`config.mk`:
```
export PLATFORM = sky130hd
export DESIGN_NAME = wkf_regs
export DESIGN_NICKNAME = d
export VERILOG_FILES = /design/src/common/wkf_pkg.sv /design/src/wkf_status_bit.sv /design/src/wkf_regs.sv
export SDC_FILE = /design/constraint.sdc
export NUM_CORES = 1
export LEC_CHECK = 0
export ABC_AREA = 0
export ABC_CLOCK_PERIOD_IN_PS = 2800
export BUFFER_PORTS_ARGS = -buffer_cell sky130_fd_sc_hd__buf_2
export CAP_MARGIN = 20
export CORE_ASPECT_RATIO = 0.8
export CORE_MARGIN = 2
export CORE_UTILIZATION = 54
export CTS_BUF_LIST = sky130_fd_sc_hd__clkbuf_4
export DETAILED_ROUTE_END_ITERATION = 10
export PLACE_DENSITY_LB_ADDON = 0.12
export REMOVE_ABC_BUFFERS = 1
export SYNTH_ARGS = -nofsm -noshare
export SYNTH_HDL_FRONTEND = slang
export SYNTH_SLANG_ARGS = --single-unit
```
`constraint.sdc`:
```
create_clock -name clk -period 2.8 [get_ports clk]
set_clock_uncertainty 0.15 [all_clocks]
set_input_delay 0.28 -clock clk [delete_from_list [all_inputs] [get_ports clk]]
set_output_delay 0.28 -clock clk [all_outputs]
set_load 0.03 [all_outputs]
```
`src/common/wkf_pkg.sv`:
```
package wkf_pkg;
    // Register numbers within the wake page
    localparam logic [15:0] WKF_REG_ENABLE = 16'h0002;
    localparam logic [15:0] WKF_REG_STATUS = 16'h0003;
    localparam logic [15:0] WKF_REG_ADDR_LOW0 = 16'h0010;
    localparam logic [15:0] WKF_REG_ADDR_LOW1 = 16'h0011;
    localparam logic [15:0] WKF_REG_ADDR_HIGH0 = 16'h0012;
    localparam logic [15:0] WKF_REG_ADDR_HIGH1 = 16'h0013;
    // Management access: address-set and data register numbers
    localparam logic [4:0] WKF_MGMT_ADDR_SET = 5'h11;
    localparam logic [4:0] WKF_MGMT_DATA = 5'h12;
    // Enable register field positions
    localparam int WKF_EN_LINK = 0;
    localparam int WKF_EN_MAGIC = 1;
    localparam int WKF_EN_EXACT = 2;
    localparam int WKF_EN_MCAST = 3;
    localparam int WKF_EN_BCAST = 4;
    localparam int WKF_EN_ARP = 5;
    localparam int WKF_EN_IPV4 = 6;
    localparam int WKF_EN_IPV6 = 7;
    localparam int WKF_EN_RSVD = 8;
    localparam int WKF_EN_FLEX4 = 9;
    localparam int WKF_EN_FLEX5 = 10;
    localparam int WKF_EN_IGNORE_MGMT = 11;
    localparam int WKF_EN_FLEX0 = 12;
    // Station address high fields
    localparam int WKF_AV_BIT = 31;
    localparam logic [31:0] WKF_HIGH_WR_MASK = 32'h8003FFFF;
    // Reset values
    localparam logic [15:0] WKF_ENABLE_RST = 16'h0000;
    localparam logic [15:0] WKF_STATUS_RST = 16'h0000;
    localparam logic [31:0] WKF_ADDR_LOW_RST = 32'h00000000;
    localparam logic [31:0] WKF_ADDR_HIGH_RST = 32'h00000000;
    localparam logic [15:0] WKF_REGNUM_RST = 16'h0000;
endpackage

```
`src/wkf_status_bit.sv`:
```
`timescale 1ns/100ps
`default_nettype none
// One sticky write-one-to-clear status bit; a hit beats a clear.
module wkf_status_bit (
    input wire logic clk,
    input wire logic por_b,
    input wire logic hit,
    input wire logic clear,
    output var logic flag
);
    always_ff @(posedge clk or negedge por_b) begin
        if (!por_b) begin
            flag <= 1'b0;
        end else if (hit) begin
            flag <= 1'b1;
        end else if (clear) begin
            flag <= 1'b0;
        end
    end
endmodule
`default_nettype wire

```
`src/wkf_regs.sv`:
```
`timescale 1ns/100ps
`default_nettype none
module wkf_regs
    import wkf_pkg::*;
(
    input wire logic clk,
    input wire logic rst_b,
    input wire logic por_b,
    input wire logic mgmt_wr,
    input wire logic mgmt_rd,
    input wire logic [4:0] mgmt_reg,
    input wire logic [15:0] mgmt_wdata,
    output logic [15:0] mgmt_rdata,
    input wire logic link_change_evt,
    input wire logic magic_packet_evt,
    input wire logic pkt_valid,
    input wire logic [47:0] pkt_dest_addr,
    input wire logic [6:0] exact_match_other,
    input wire logic multicast_hash_hit,
    input wire logic broadcast_evt,
    input wire logic arp_request_evt,
    input wire logic ipv4_directed_evt,
    input wire logic ipv6_directed_evt,
    input wire logic [7:0] flex_match,
    input wire logic mgmt_packet_evt,
    input wire logic link_change_override,
    input wire logic apm_link_wake_en,
    input wire logic wake_status_clear,
    output logic wake_status_indication,
    output logic host_wake_event,
    output logic [31:0] exact_addr_low,
    output logic [15:0] exact_addr_high,
    output logic address_valid
);
    logic [15:0] target_register_number;
    logic [15:0] wake_filter_enable;
    logic [15:0] wake_event_status;
    logic [31:0] station_addr_low;
    logic [31:0] station_addr_high;
    logic [15:0] hit;
    logic [15:0] clr;
    logic [15:0] filt_en;
    logic own_exact;
    logic link_en;
    logic any_hit;
    logic data_wr;
    logic [15:0] sel_reg;

    assign data_wr = mgmt_wr && (mgmt_reg == WKF_MGMT_DATA);
    assign sel_reg = target_register_number;

    // Register number latch for the indirect data window
    always_ff @(posedge clk or negedge rst_b) begin
        if (!rst_b) begin
            target_register_number <= WKF_REGNUM_RST;
        end else if (mgmt_wr && mgmt_reg == WKF_MGMT_ADDR_SET) begin
            target_register_number <= mgmt_wdata;
        end
    end

    // Filter enables; reserved bit 8 never stores, so it reads zero.
    // Wake registers sit on power-on reset so PHY reset leaves them.
    always_ff @(posedge clk or negedge por_b) begin
        if (!por_b) begin
            wake_filter_enable <= WKF_ENABLE_RST;
        end else if (data_wr && sel_reg == WKF_REG_ENABLE) begin
            wake_filter_enable <= mgmt_wdata;
            wake_filter_enable[WKF_EN_RSVD] <= 1'b0;
        end
    end

    // Station address words, written one 16-bit half at a time
    always_ff @(posedge clk or negedge por_b) begin
        if (!por_b) begin
            station_addr_low <= WKF_ADDR_LOW_RST;
            station_addr_high <= WKF_ADDR_HIGH_RST;
        end else if (data_wr) begin
            if (sel_reg == WKF_REG_ADDR_LOW0) begin
                station_addr_low[15:0] <= mgmt_wdata;
            end
            if (sel_reg == WKF_REG_ADDR_LOW1) begin
                station_addr_low[31:16] <= mgmt_wdata;
            end
            if (sel_reg == WKF_REG_ADDR_HIGH0) begin
                station_addr_high[15:0] <= mgmt_wdata;
            end
            if (sel_reg == WKF_REG_ADDR_HIGH1) begin
                // Upper half keeps only bits 17:16 and the valid bit
                station_addr_high[31:16] <=
                    mgmt_wdata & WKF_HIGH_WR_MASK[31:16];
            end
        end
    end

    assign exact_addr_low = station_addr_low;
    assign exact_addr_high = station_addr_high[15:0];
    assign address_valid = station_addr_high[WKF_AV_BIT];

    // Own entry matches only while marked valid
    assign own_exact = address_valid && pkt_valid &&
        (pkt_dest_addr == {station_addr_high[15:0], station_addr_low});

    // Link wake follows power management when overridden
    assign link_en = link_change_override ? apm_link_wake_en
        : wake_filter_enable[WKF_EN_LINK];

    // Effective enables in status bit order
    always_comb begin
        filt_en = 16'h0000;
        filt_en[0] = link_en;
        filt_en[1] = wake_filter_enable[WKF_EN_MAGIC];
        filt_en[2] = wake_filter_enable[WKF_EN_EXACT];
        filt_en[3] = wake_filter_enable[WKF_EN_MCAST];
        filt_en[4] = wake_filter_enable[WKF_EN_BCAST];
        filt_en[5] = wake_filter_enable[WKF_EN_ARP];
        filt_en[6] = wake_filter_enable[WKF_EN_IPV4];
        filt_en[7] = wake_filter_enable[WKF_EN_IPV6];
        filt_en[8] = wake_filter_enable[WKF_EN_FLEX4];
        filt_en[9] = wake_filter_enable[WKF_EN_FLEX5];
        // Flex 6 and 7 enables live in the wake control register
        filt_en[10] = 1'b1;
        filt_en[11] = 1'b1;
        filt_en[15:12] = wake_filter_enable[15:WKF_EN_FLEX0];
    end

    // Raw matches, gated by enables and the manageability block.
    // All bits are evaluated in parallel so one packet sets several.
    always_comb begin
        hit = 16'h0000;
        hit[0] = link_change_evt;
        hit[1] = magic_packet_evt;
        hit[2] = own_exact || (pkt_valid && |exact_match_other);
        hit[3] = pkt_valid && multicast_hash_hit;
        hit[4] = broadcast_evt;
        hit[5] = arp_request_evt;
        hit[6] = ipv4_directed_evt;
        hit[7] = ipv6_directed_evt;
        hit[11:8] = flex_match[7:4];
        hit[15:12] = flex_match[3:0];
        hit = hit & filt_en;
        if (wake_filter_enable[WKF_EN_IGNORE_MGMT] && mgmt_packet_evt) begin
            hit[15:1] = 15'h0000;
        end
    end

    assign clr = (data_wr && sel_reg == WKF_REG_STATUS) ? mgmt_wdata
        : 16'h0000;
    assign any_hit = |hit;

    // Sticky status bits on power-on reset only
    for (genvar i = 0; i < 16; i++) begin : g_status
        wkf_status_bit u_bit (
            .clk(clk),
            .por_b(por_b),
            .hit(hit[i]),
            .clear(clr[i]),
            .flag(wake_event_status[i])
        );
    end

    // Wake status indication; an event beats a simultaneous clear
    always_ff @(posedge clk or negedge por_b) begin
        if (!por_b) begin
            wake_status_indication <= 1'b0;
        end else if (any_hit) begin
            wake_status_indication <= 1'b1;
        end else if (wake_status_clear) begin
            wake_status_indication <= 1'b0;
        end
    end

    // Wake pulse for the power controller: any_hit registered, as long as any_hit lasts
    always_ff @(posedge clk or negedge por_b) begin
        if (!por_b) begin
            host_wake_event <= 1'b0;
        end else begin
            host_wake_event <= any_hit;
        end
    end

    // Read data registered one cycle after the read strobe
    always_ff @(posedge clk or negedge rst_b) begin
        if (!rst_b) begin
            mgmt_rdata <= 16'h0000;
        end else if (mgmt_rd) begin
            mgmt_rdata <= 16'h0000;
            if (mgmt_reg == WKF_MGMT_ADDR_SET) begin
                mgmt_rdata <= target_register_number;
            end else if (mgmt_reg == WKF_MGMT_DATA) begin
                unique case (sel_reg)
                    WKF_REG_ENABLE: mgmt_rdata <= wake_filter_enable;
                    WKF_REG_STATUS: mgmt_rdata <= wake_event_status;
                    WKF_REG_ADDR_LOW0: mgmt_rdata <= station_addr_low[15:0];
                    WKF_REG_ADDR_LOW1: mgmt_rdata <= station_addr_low[31:16];
                    WKF_REG_ADDR_HIGH0: mgmt_rdata <= station_addr_high[15:0];
                    WKF_REG_ADDR_HIGH1: mgmt_rdata <= station_addr_high[31:16];
                    default: mgmt_rdata <= 16'h0000;
                endcase
            end
        end
    end

    // Status set by an enabled event, at the next edge
    status_set_a: assert property (
        @(posedge clk) disable iff (!por_b)
        hit[4] |=> wake_event_status[4])
        else $error("broadcast status not set");
    // Disabled filter never sets status
    disabled_quiet_a: assert property (
        @(posedge clk) disable iff (!por_b)
        !wake_event_status[1] && !wake_filter_enable[WKF_EN_MAGIC]
        |=> !wake_event_status[1])
        else $error("status set with filter off");
    // Write one clears only the written bit
    w1c_clear_a: assert property (
        @(posedge clk) disable iff (!por_b)
        clr[3] && !hit[3] |=> !wake_event_status[3])
        else $error("status bit not cleared");
    w1c_keep_a: assert property (
        @(posedge clk) disable iff (!por_b)
        data_wr && sel_reg == WKF_REG_STATUS && !mgmt_wdata[5] &&
        wake_event_status[5] |=> wake_event_status[5])
        else $error("unwritten status bit lost");
    // Reserved enable bit stays zero
    rsvd_zero_a: assert property (
        @(posedge clk) disable iff (!por_b)
        !wake_filter_enable[WKF_EN_RSVD])
        else $error("reserved enable bit set");
    // High register reserved field reads zero
    high_rsvd_a: assert property (
        @(posedge clk) disable iff (!por_b)
        station_addr_high[30:18] == 13'h0000)
        else $error("reserved address bits set");
    // With the ignore bit set, manageability packets wake the host only through link change
    mgmt_block_a: assert property (
        @(posedge clk) disable iff (!por_b)
        wake_filter_enable[WKF_EN_IGNORE_MGMT] && mgmt_packet_evt &&
        !link_change_evt |=> !host_wake_event)
        else $error("wake from manageability packet");
    // Any wake sets the indication
    wake_ind_a: assert property (
        @(posedge clk) disable iff (!por_b)
        host_wake_event |-> wake_status_indication)
        else $error("wake without indication");
    // Invalid address never matches
    av_gate_a: assert property (
        @(posedge clk) disable iff (!por_b)
        !address_valid |-> !own_exact)
        else $error("match on invalid address");
    // Written flex 0 enable bit reads back
    en_write_a: assert property (
        @(posedge clk) disable iff (!por_b)
        data_wr && sel_reg == WKF_REG_ENABLE |=>
        wake_filter_enable[WKF_EN_FLEX0] == $past(mgmt_wdata[12]))
        else $error("enable write lost");
    // Enabled event gives the pulse and the indication a cycle later
    wake_pulse_a: assert property (
        @(posedge clk) disable iff (!por_b)
        any_hit |=> host_wake_event && wake_status_indication)
        else $error("event without wake pulse");
    // No enabled event, no pulse: the power controller must not glitch
    quiet_pulse_a: assert property (
        @(posedge clk) disable iff (!por_b)
        !any_hit |=> !host_wake_event)
        else $error("wake pulse without event");
    // Under override the power-management enable alone gates link wake
    link_ovr_a: assert property (
        @(posedge clk) disable iff (!por_b)
        link_change_override && apm_link_wake_en && link_change_evt
        |=> wake_event_status[0])
        else $error("overridden link wake lost");
    // Valid bit follows the top bit written to the upper half
    av_write_a: assert property (
        @(posedge clk) disable iff (!por_b)
        data_wr && sel_reg == WKF_REG_ADDR_HIGH1 |=>
        address_valid == $past(mgmt_wdata[15]))
        else $error("address valid write lost");
    // Own valid address sets the exact bit while that filter is on
    exact_set_a: assert property (
        @(posedge clk) disable iff (!por_b)
        own_exact && filt_en[2] && !mgmt_packet_evt |=>
        wake_event_status[2])
        else $error("exact match not recorded");
    // Flexible filter 4 is enabled by bit 9 and lands on status bit 8
    flex_map_a: assert property (
        @(posedge clk) disable iff (!por_b)
        flex_match[4] && wake_filter_enable[WKF_EN_FLEX4] &&
        !mgmt_packet_evt |=> wake_event_status[8])
        else $error("flex 4 match not recorded");
endmodule
`default_nettype wire

```
; Yosys cells after proc, flatten, opt, wreduce, memory -nomap -nowiden
; Cells that the tools add are included.
[word_totals]
ff_bits = 116
latchBits = 0
mem_bits_rw = 0
rom_bits = 0
input_bits = 101
out_inout_bits = 67
word_cells = 108
n_memories = 0
[op_classes]
addsub = 0
multipliers = 0
div = 0
magnitude_cmp = 0
n_eq_ne = 9
shifts = 0
n_mux = 40
bitwise_logic = 1
reduce_logical = 33
[ops]
columns = operator, count
row1 = $pmux W16 S6, 1
row2 = $eq A16 B5 Y1 const B, 4
row3 = $eq A48 B48 Y1, 1
row4 = $mux W16, 3
row5 = $mux W1, 35
row6 = $reduce_bool A2 Y1, 17
row7 = $eq A16 B2 Y1 const B, 2
row8 = $and A16 B16 Y16, 1
row9 = $reduce_or A16 Y1, 1
row10 = $mux W15, 1
row11 = $eq A5 B5 Y1 const B, 2
row12 = $logic_and A1 B1 Y1, 9
row13 = $reduce_and A2 Y1, 4
row14 = $reduce_or A7 Y1, 1
row15 = $logic_or A1 B1 Y1, 1

; Longest topological paths before layout
[depth]
word_depth = 7
mapped_depth = 9
depth_no_buf = 5

; Cells and area by module
; From an unflattened synthesis, not the netlist that was laid out.
[hier_totals]
hier_cells = 546
area_unflattened_um2 = 6317.3
[by_module_without_submodules]
columns = module, n_inst, cells_per_inst, area_per_inst_um2, seq_area_each_um2
row1 = wkf_regs, 1, 498, 5736.8, 2502.4
row2 = wkf_status_bit, 16, 3, 36.3, 25.0

; Worst setup path after synthesis
; OpenSTA, ideal clock, no wires.
[synth_timing]
kind = register -> register
start = reg target_register_number[5] (netlist: sel_reg[5])
end = reg wake_filter_enable[10]
setup_time_ns = 0.127
arrival_time_ns = 2.026
required_ns = 2.523
slack_ns = 0.496
path_stages_with_launch = 7
path_buffers = 1
period_less_slack_ns = 2.304
cell_sequence = dfrtp_1 > nor4_2 > nand4_1 > or3b_1 > nor4_4 > buf_6 > mux2_1
[synth_via]
elab_chain_len = 2
[synth_lines]
columns = item, line_no
row1 = from (decl), wkf_regs.sv:35  ; logic [15:0] target_register_number;
row2 = from (signal assigned), wkf_regs.sv:57  ; target_register_number <= mgmt_wdata;
row3 = $eq A16 B2 Y1, wkf_regs.sv:66  ; end else if (data_wr && sel_reg == WKF_REG_ENABLE) begin
row4 = $logic_and A1 B1 Y1, wkf_regs.sv:66
row5 = to (signal assigned), wkf_regs.sv:67  ; wake_filter_enable <= mgmt_wdata;
row6 = to (decl), wkf_regs.sv:36  ; logic [15:0] wake_filter_enable;
; No other way between the ends.
; A chain may end at the register's enable or synchronous reset.

; Worst setup path in the final report
[layout_timing]
start = reg target_register_number[4] (netlist: sel_reg[4])
end = reg g_status[1].u_bit.flag
[layout_via]
elab_chain_len = 4
[layout_lines]
columns = item, line_no
row1 = $eq A16 B2 Y1, wkf_regs.sv:146  ; assign clr = (data_wr && sel_reg == WKF_REG_STATUS) ? mgmt_wdata
row2 = $logic_and A1 B1 Y1, wkf_regs.sv:146
row3 = $mux W16, wkf_regs.sv:146
row4 = $reduce_bool A2 Y1 (no source line), n/a
row5 = to (signal assigned), wkf_status_bit.sv:13  ; flag <= 1'b0;
row6 = to (signal assigned), wkf_status_bit.sv:15  ; flag <= 1'b1;
row7 = to (signal assigned), wkf_status_bit.sv:17  ; flag <= 1'b0;
row8 = to (decl), wkf_status_bit.sv:9  ; output var logic flag
; No other way between the ends.

==> impl_metrics.csv <==
group,metric,value,unit
min_path,hold_class,"in2reg",
worst_setup_path,worst-path-buf-inv,2,
power_and_ir_drop,p_leak,3.869,nW
cts,clk_pin_slew,0.11,ns
logic_synthesis,synth.top_cell.area_share,48.41,%
logic_synthesis,synth-xor-area-share,6.866,%
logic_synthesis,synth.most_common_cell,"dfrtp_1",
grt,antenna_found_initial,0,
timing,fin_crit,2.769,ns
power_and_ir_drop,power_frac_comb,16.4,%
power_and_ir_drop,p_clk_share,37.7,%
power_and_ir_drop,vdd_drop_max,0.3561,mV
grt,overflow,0,
logic_synthesis,synthMuxAreaShare,19.85,%
placement,post-dp-hpwl,13640,um
routing,route.detailed.drc,0,
routing,drtAntennaViolNets,0,
die,fp.dieH,98.25,um
flow_run,drv_cap,0,
cts,root_buffer,"clkbuf_4",
grt,grt_max_degree,45,
die,num_rows,34,
placement,gp_congestion,0.8869,
worst_setup_path,end_kind,"flop",
worst_setup_path,crit_type,"reg2reg",
logic_synthesis,synth_top_cells_by_area,"dfrtp_1, mux2_2, xnor2_1",
worst_setup_path,crit_arrival,3.02,ns
logic_synthesis,synthAdderAreaFrac,0,%
cts,cts.sinks,116,
logic_synthesis,synth-compound-area-share,11.16,%
worst_setup_path,crit_required,3.05,ns
logic_synthesis,synth-simple-area-share,9.704,%
cts,h-tree-depth,4,
worst_setup_path,start_kind,"flop",
power_and_ir_drop,p_total,4.088,mW
grt,grt_pass1_wl,29570,um
finish,postLayoutCoreUtil,72.36,%
finish,largest_register_ffs,32,
routing,vias_per_cell,6.079,
timing,setup_viol,0,
timing,finalHoldViolations,0,
timing,period_share,98.90,%
logic_synthesis,avgSynthCellArea,12.19,sq um
timing,worstMarginPinSlew,0.8607,ns
die,dieArea,0.01197,sq mm
cts,clk_path_buf_depth,2,
routing,wl_per_cell,22.32,um
status,outcome,"complete, no violations",
worst_setup_path,critical_path.startpoint,"sel_reg[4]$_DFFE_PN0P_",
logic_synthesis,synth.distinct_cells,53,
power_and_ir_drop,p_sw,1.058,mW
die,chipWidth,121.8,um
worst_setup_path,crit_chain,"nor4b_1 -> and4_1 -> and4_2 -> buf_6 -> nand2_1 -> a32o_1 -> dlygate4sd3_1",
routing,drt-pass1-iter-count,6,
logic_synthesis,syn_inst,492,
logic_synthesis,yosys_warnings,0,
timing,rsz0062_at_grt,"false",
placement,io_buffers,167,
cts,clkLatencyLatePin,0.52,ns
worst_setup_path,cp_slowest_stage_delay,0.55,ns
min_path,worstHoldStart,"exact_match_other[6]",
logic_synthesis,yosys_most_used_dff,"dfrtp_1",
die,io_pins,168,
timing,tns,0,ns
cts,numCtsBuffers,17,
power_and_ir_drop,seq_power_share,45.9,%
die,start_util,55.27,%
finish,antenna_cells,0,
finish,drive_above_1_share,44.89,%
logic_synthesis,seq_area_frac_synth,48.41,%
logic_synthesis,synth_commonest_cells,"dfrtp_1, mux2_2, xnor2_1",
routing,wirelength,19370,um
timing,slew_headroom,42.48,%
worst_setup_path,reg2reg_from,"sel_reg[4]$_DFFE_PN0P_",
logic_synthesis,synth_top_family_by_area,"multiplexers",
timing,slew_violations,0,
power_and_ir_drop,p_sw_share,25.88,%
power_and_ir_drop,power_density,520.8,mW/mm^2
logic_synthesis,yosys.area.top_type,"dfrtp_1",
cts,tritoncts,"built",
worst_setup_path,worst-path-max-fanout,13,
cts,cts_setup_buffers,0,
logic_synthesis,netlist_area,0.005996,sq mm
logic_synthesis,synthArstFlopShare,100.0,%
finish,synthToLayoutAreaGrowth,30.93,%
worst_setup_path,critPathTopFamily,"simple AND/OR/NAND/NOR gates",
finish,nNetsFinal,812,
worst_setup_path,worst_path_max_delay_cell,"dlygate4sd3_1",
routing,drtIter0Drc,455,
logic_synthesis,synth_edf_count,0,
timing,fmax,0.3611,GHz
grt,grt_util_all_layers,33.54,%
die,fp.coreArea,0.01085,sq mm
routing,vias,5277,
power_and_ir_drop,p_int,3.030,mW
grt,grt_pass1_vias,5245,
logic_synthesis,ys_ff_latch,116,
==> worst register-to-register path, delay by kind of cell (launching register included) <==
| family | cells | cell delay [ns] |
|---|---|---|
| AOI/OAI and AO/OA | 1 | 0.21 |
| buffers and inverters | 2 | 0.76 |
| DFF | 1 | 0.47 |
| and+or+nand+nor | 4 | 1.07 |
==> final timing paths <==
path / cells after the start / end / slack, ns
worst max-delay path: 7 / g_status[1].u_bit.flag$_DFFE_PN0P_ / 0.03
worst min-delay path: 4 / g_status[2].u_bit.flag$_DFFE_PN0P_ / 0.03
worst max register to register: 7 / g_status[1].u_bit.flag$_DFFE_PN0P_ / 0.03
worst min register to register: 2 / mgmt_rdata[10]$_DFFE_PN0P_ / 0.35
max in group asynchronous: 2 / sel_reg[1]$_DFFE_PN0P_ / 1.71
min in group asynchronous: 2 / exact_addr_low[30]$_DFFE_PN0P_ / 0.13
==> cells in the final DEF (no fill, tap or decap), types with 13 or more instances in the layout <==
cell / netlist / routed
dlygate4sd3_1: 0 / 50
buf_2: 6 / 166
dfrtp_1: 116 / 115
buf_4: 16 / 21
mux2_2: 89 / 89
a22o_1: 18 / 18
a21oi_1: 16 / 16
nand2_1: 21 / 21
xnor2_1: 45 / 45
and3_1: 13 / 13
nand4_1: 15 / 15
clkbuf_4: 0 / 20
o21ai_0: 16 / 16
==> what timing repair did <==
item,4_1_cts,5_1_grt
setup endpoints to repair,0,14
endpoints found under the hold margin,172,0
resized for setup,0,4
hold buffers,50,0
==> per-layer routing <==
layer  share of wire, %  wire length, um  GRT usage, %
met1                 42             8118         48.34
met2                 45             8631         48.82
met5                  0                0             0
met4                2.3              450         10.52
met3                 11             2169         10.11
==> area by class of cell <==
cell class / count / area [sq um]
timing repair buffer: 240 / 1531
sequential: 116 / 2904
clock inverter: 12 / 209.0
tap: 144 / 180.2
inverter: 4 / 15.01
fill: 814 / 2998
multi-input combinational: 332 / 2860
clock buffer: 20 / 150.1
==> power groups by stage <==
stage               clock, mW  combinational (mW)  sequential [mW]
floorplan                   0               0.243             1.92
global placement            0               0.537             1.90
detailed placement          0               0.554             1.90
CTS                      1.55               0.656             1.87
global route             1.63               0.712             1.89
finish                   1.54               0.671             1.88
==> stage by stage <==
stage          instances  cell area, sq um  hold WS [ns]  worst slack (ns)
3_3_place_gp         785              6967        0.1510            0.4155
6_report             868              7850       0.03376           0.03093
4_1_cts              868              7838      0.001344           0.03777
2_1_floorplan        452              5771       -0.1656            0.1714
3_5_place_dp         786              6978        0.1565            0.3613
5_1_grt              868              7850       0.01674           0.01966
==> cell families (layout without fill, tap and decap cells) <==
logic type / Yosys count / in the layout
multiplexers: 104 / 104
buffers and inverters: 44 / 276
AO/OA/AOI/OAI: 88 / 88
flip-flops: 116 / 116
AND/OR/NAND/NOR: 93 / 93
XOR/XNOR: 47 / 47
No activity file was read; power rests on OpenSTA's default activity.
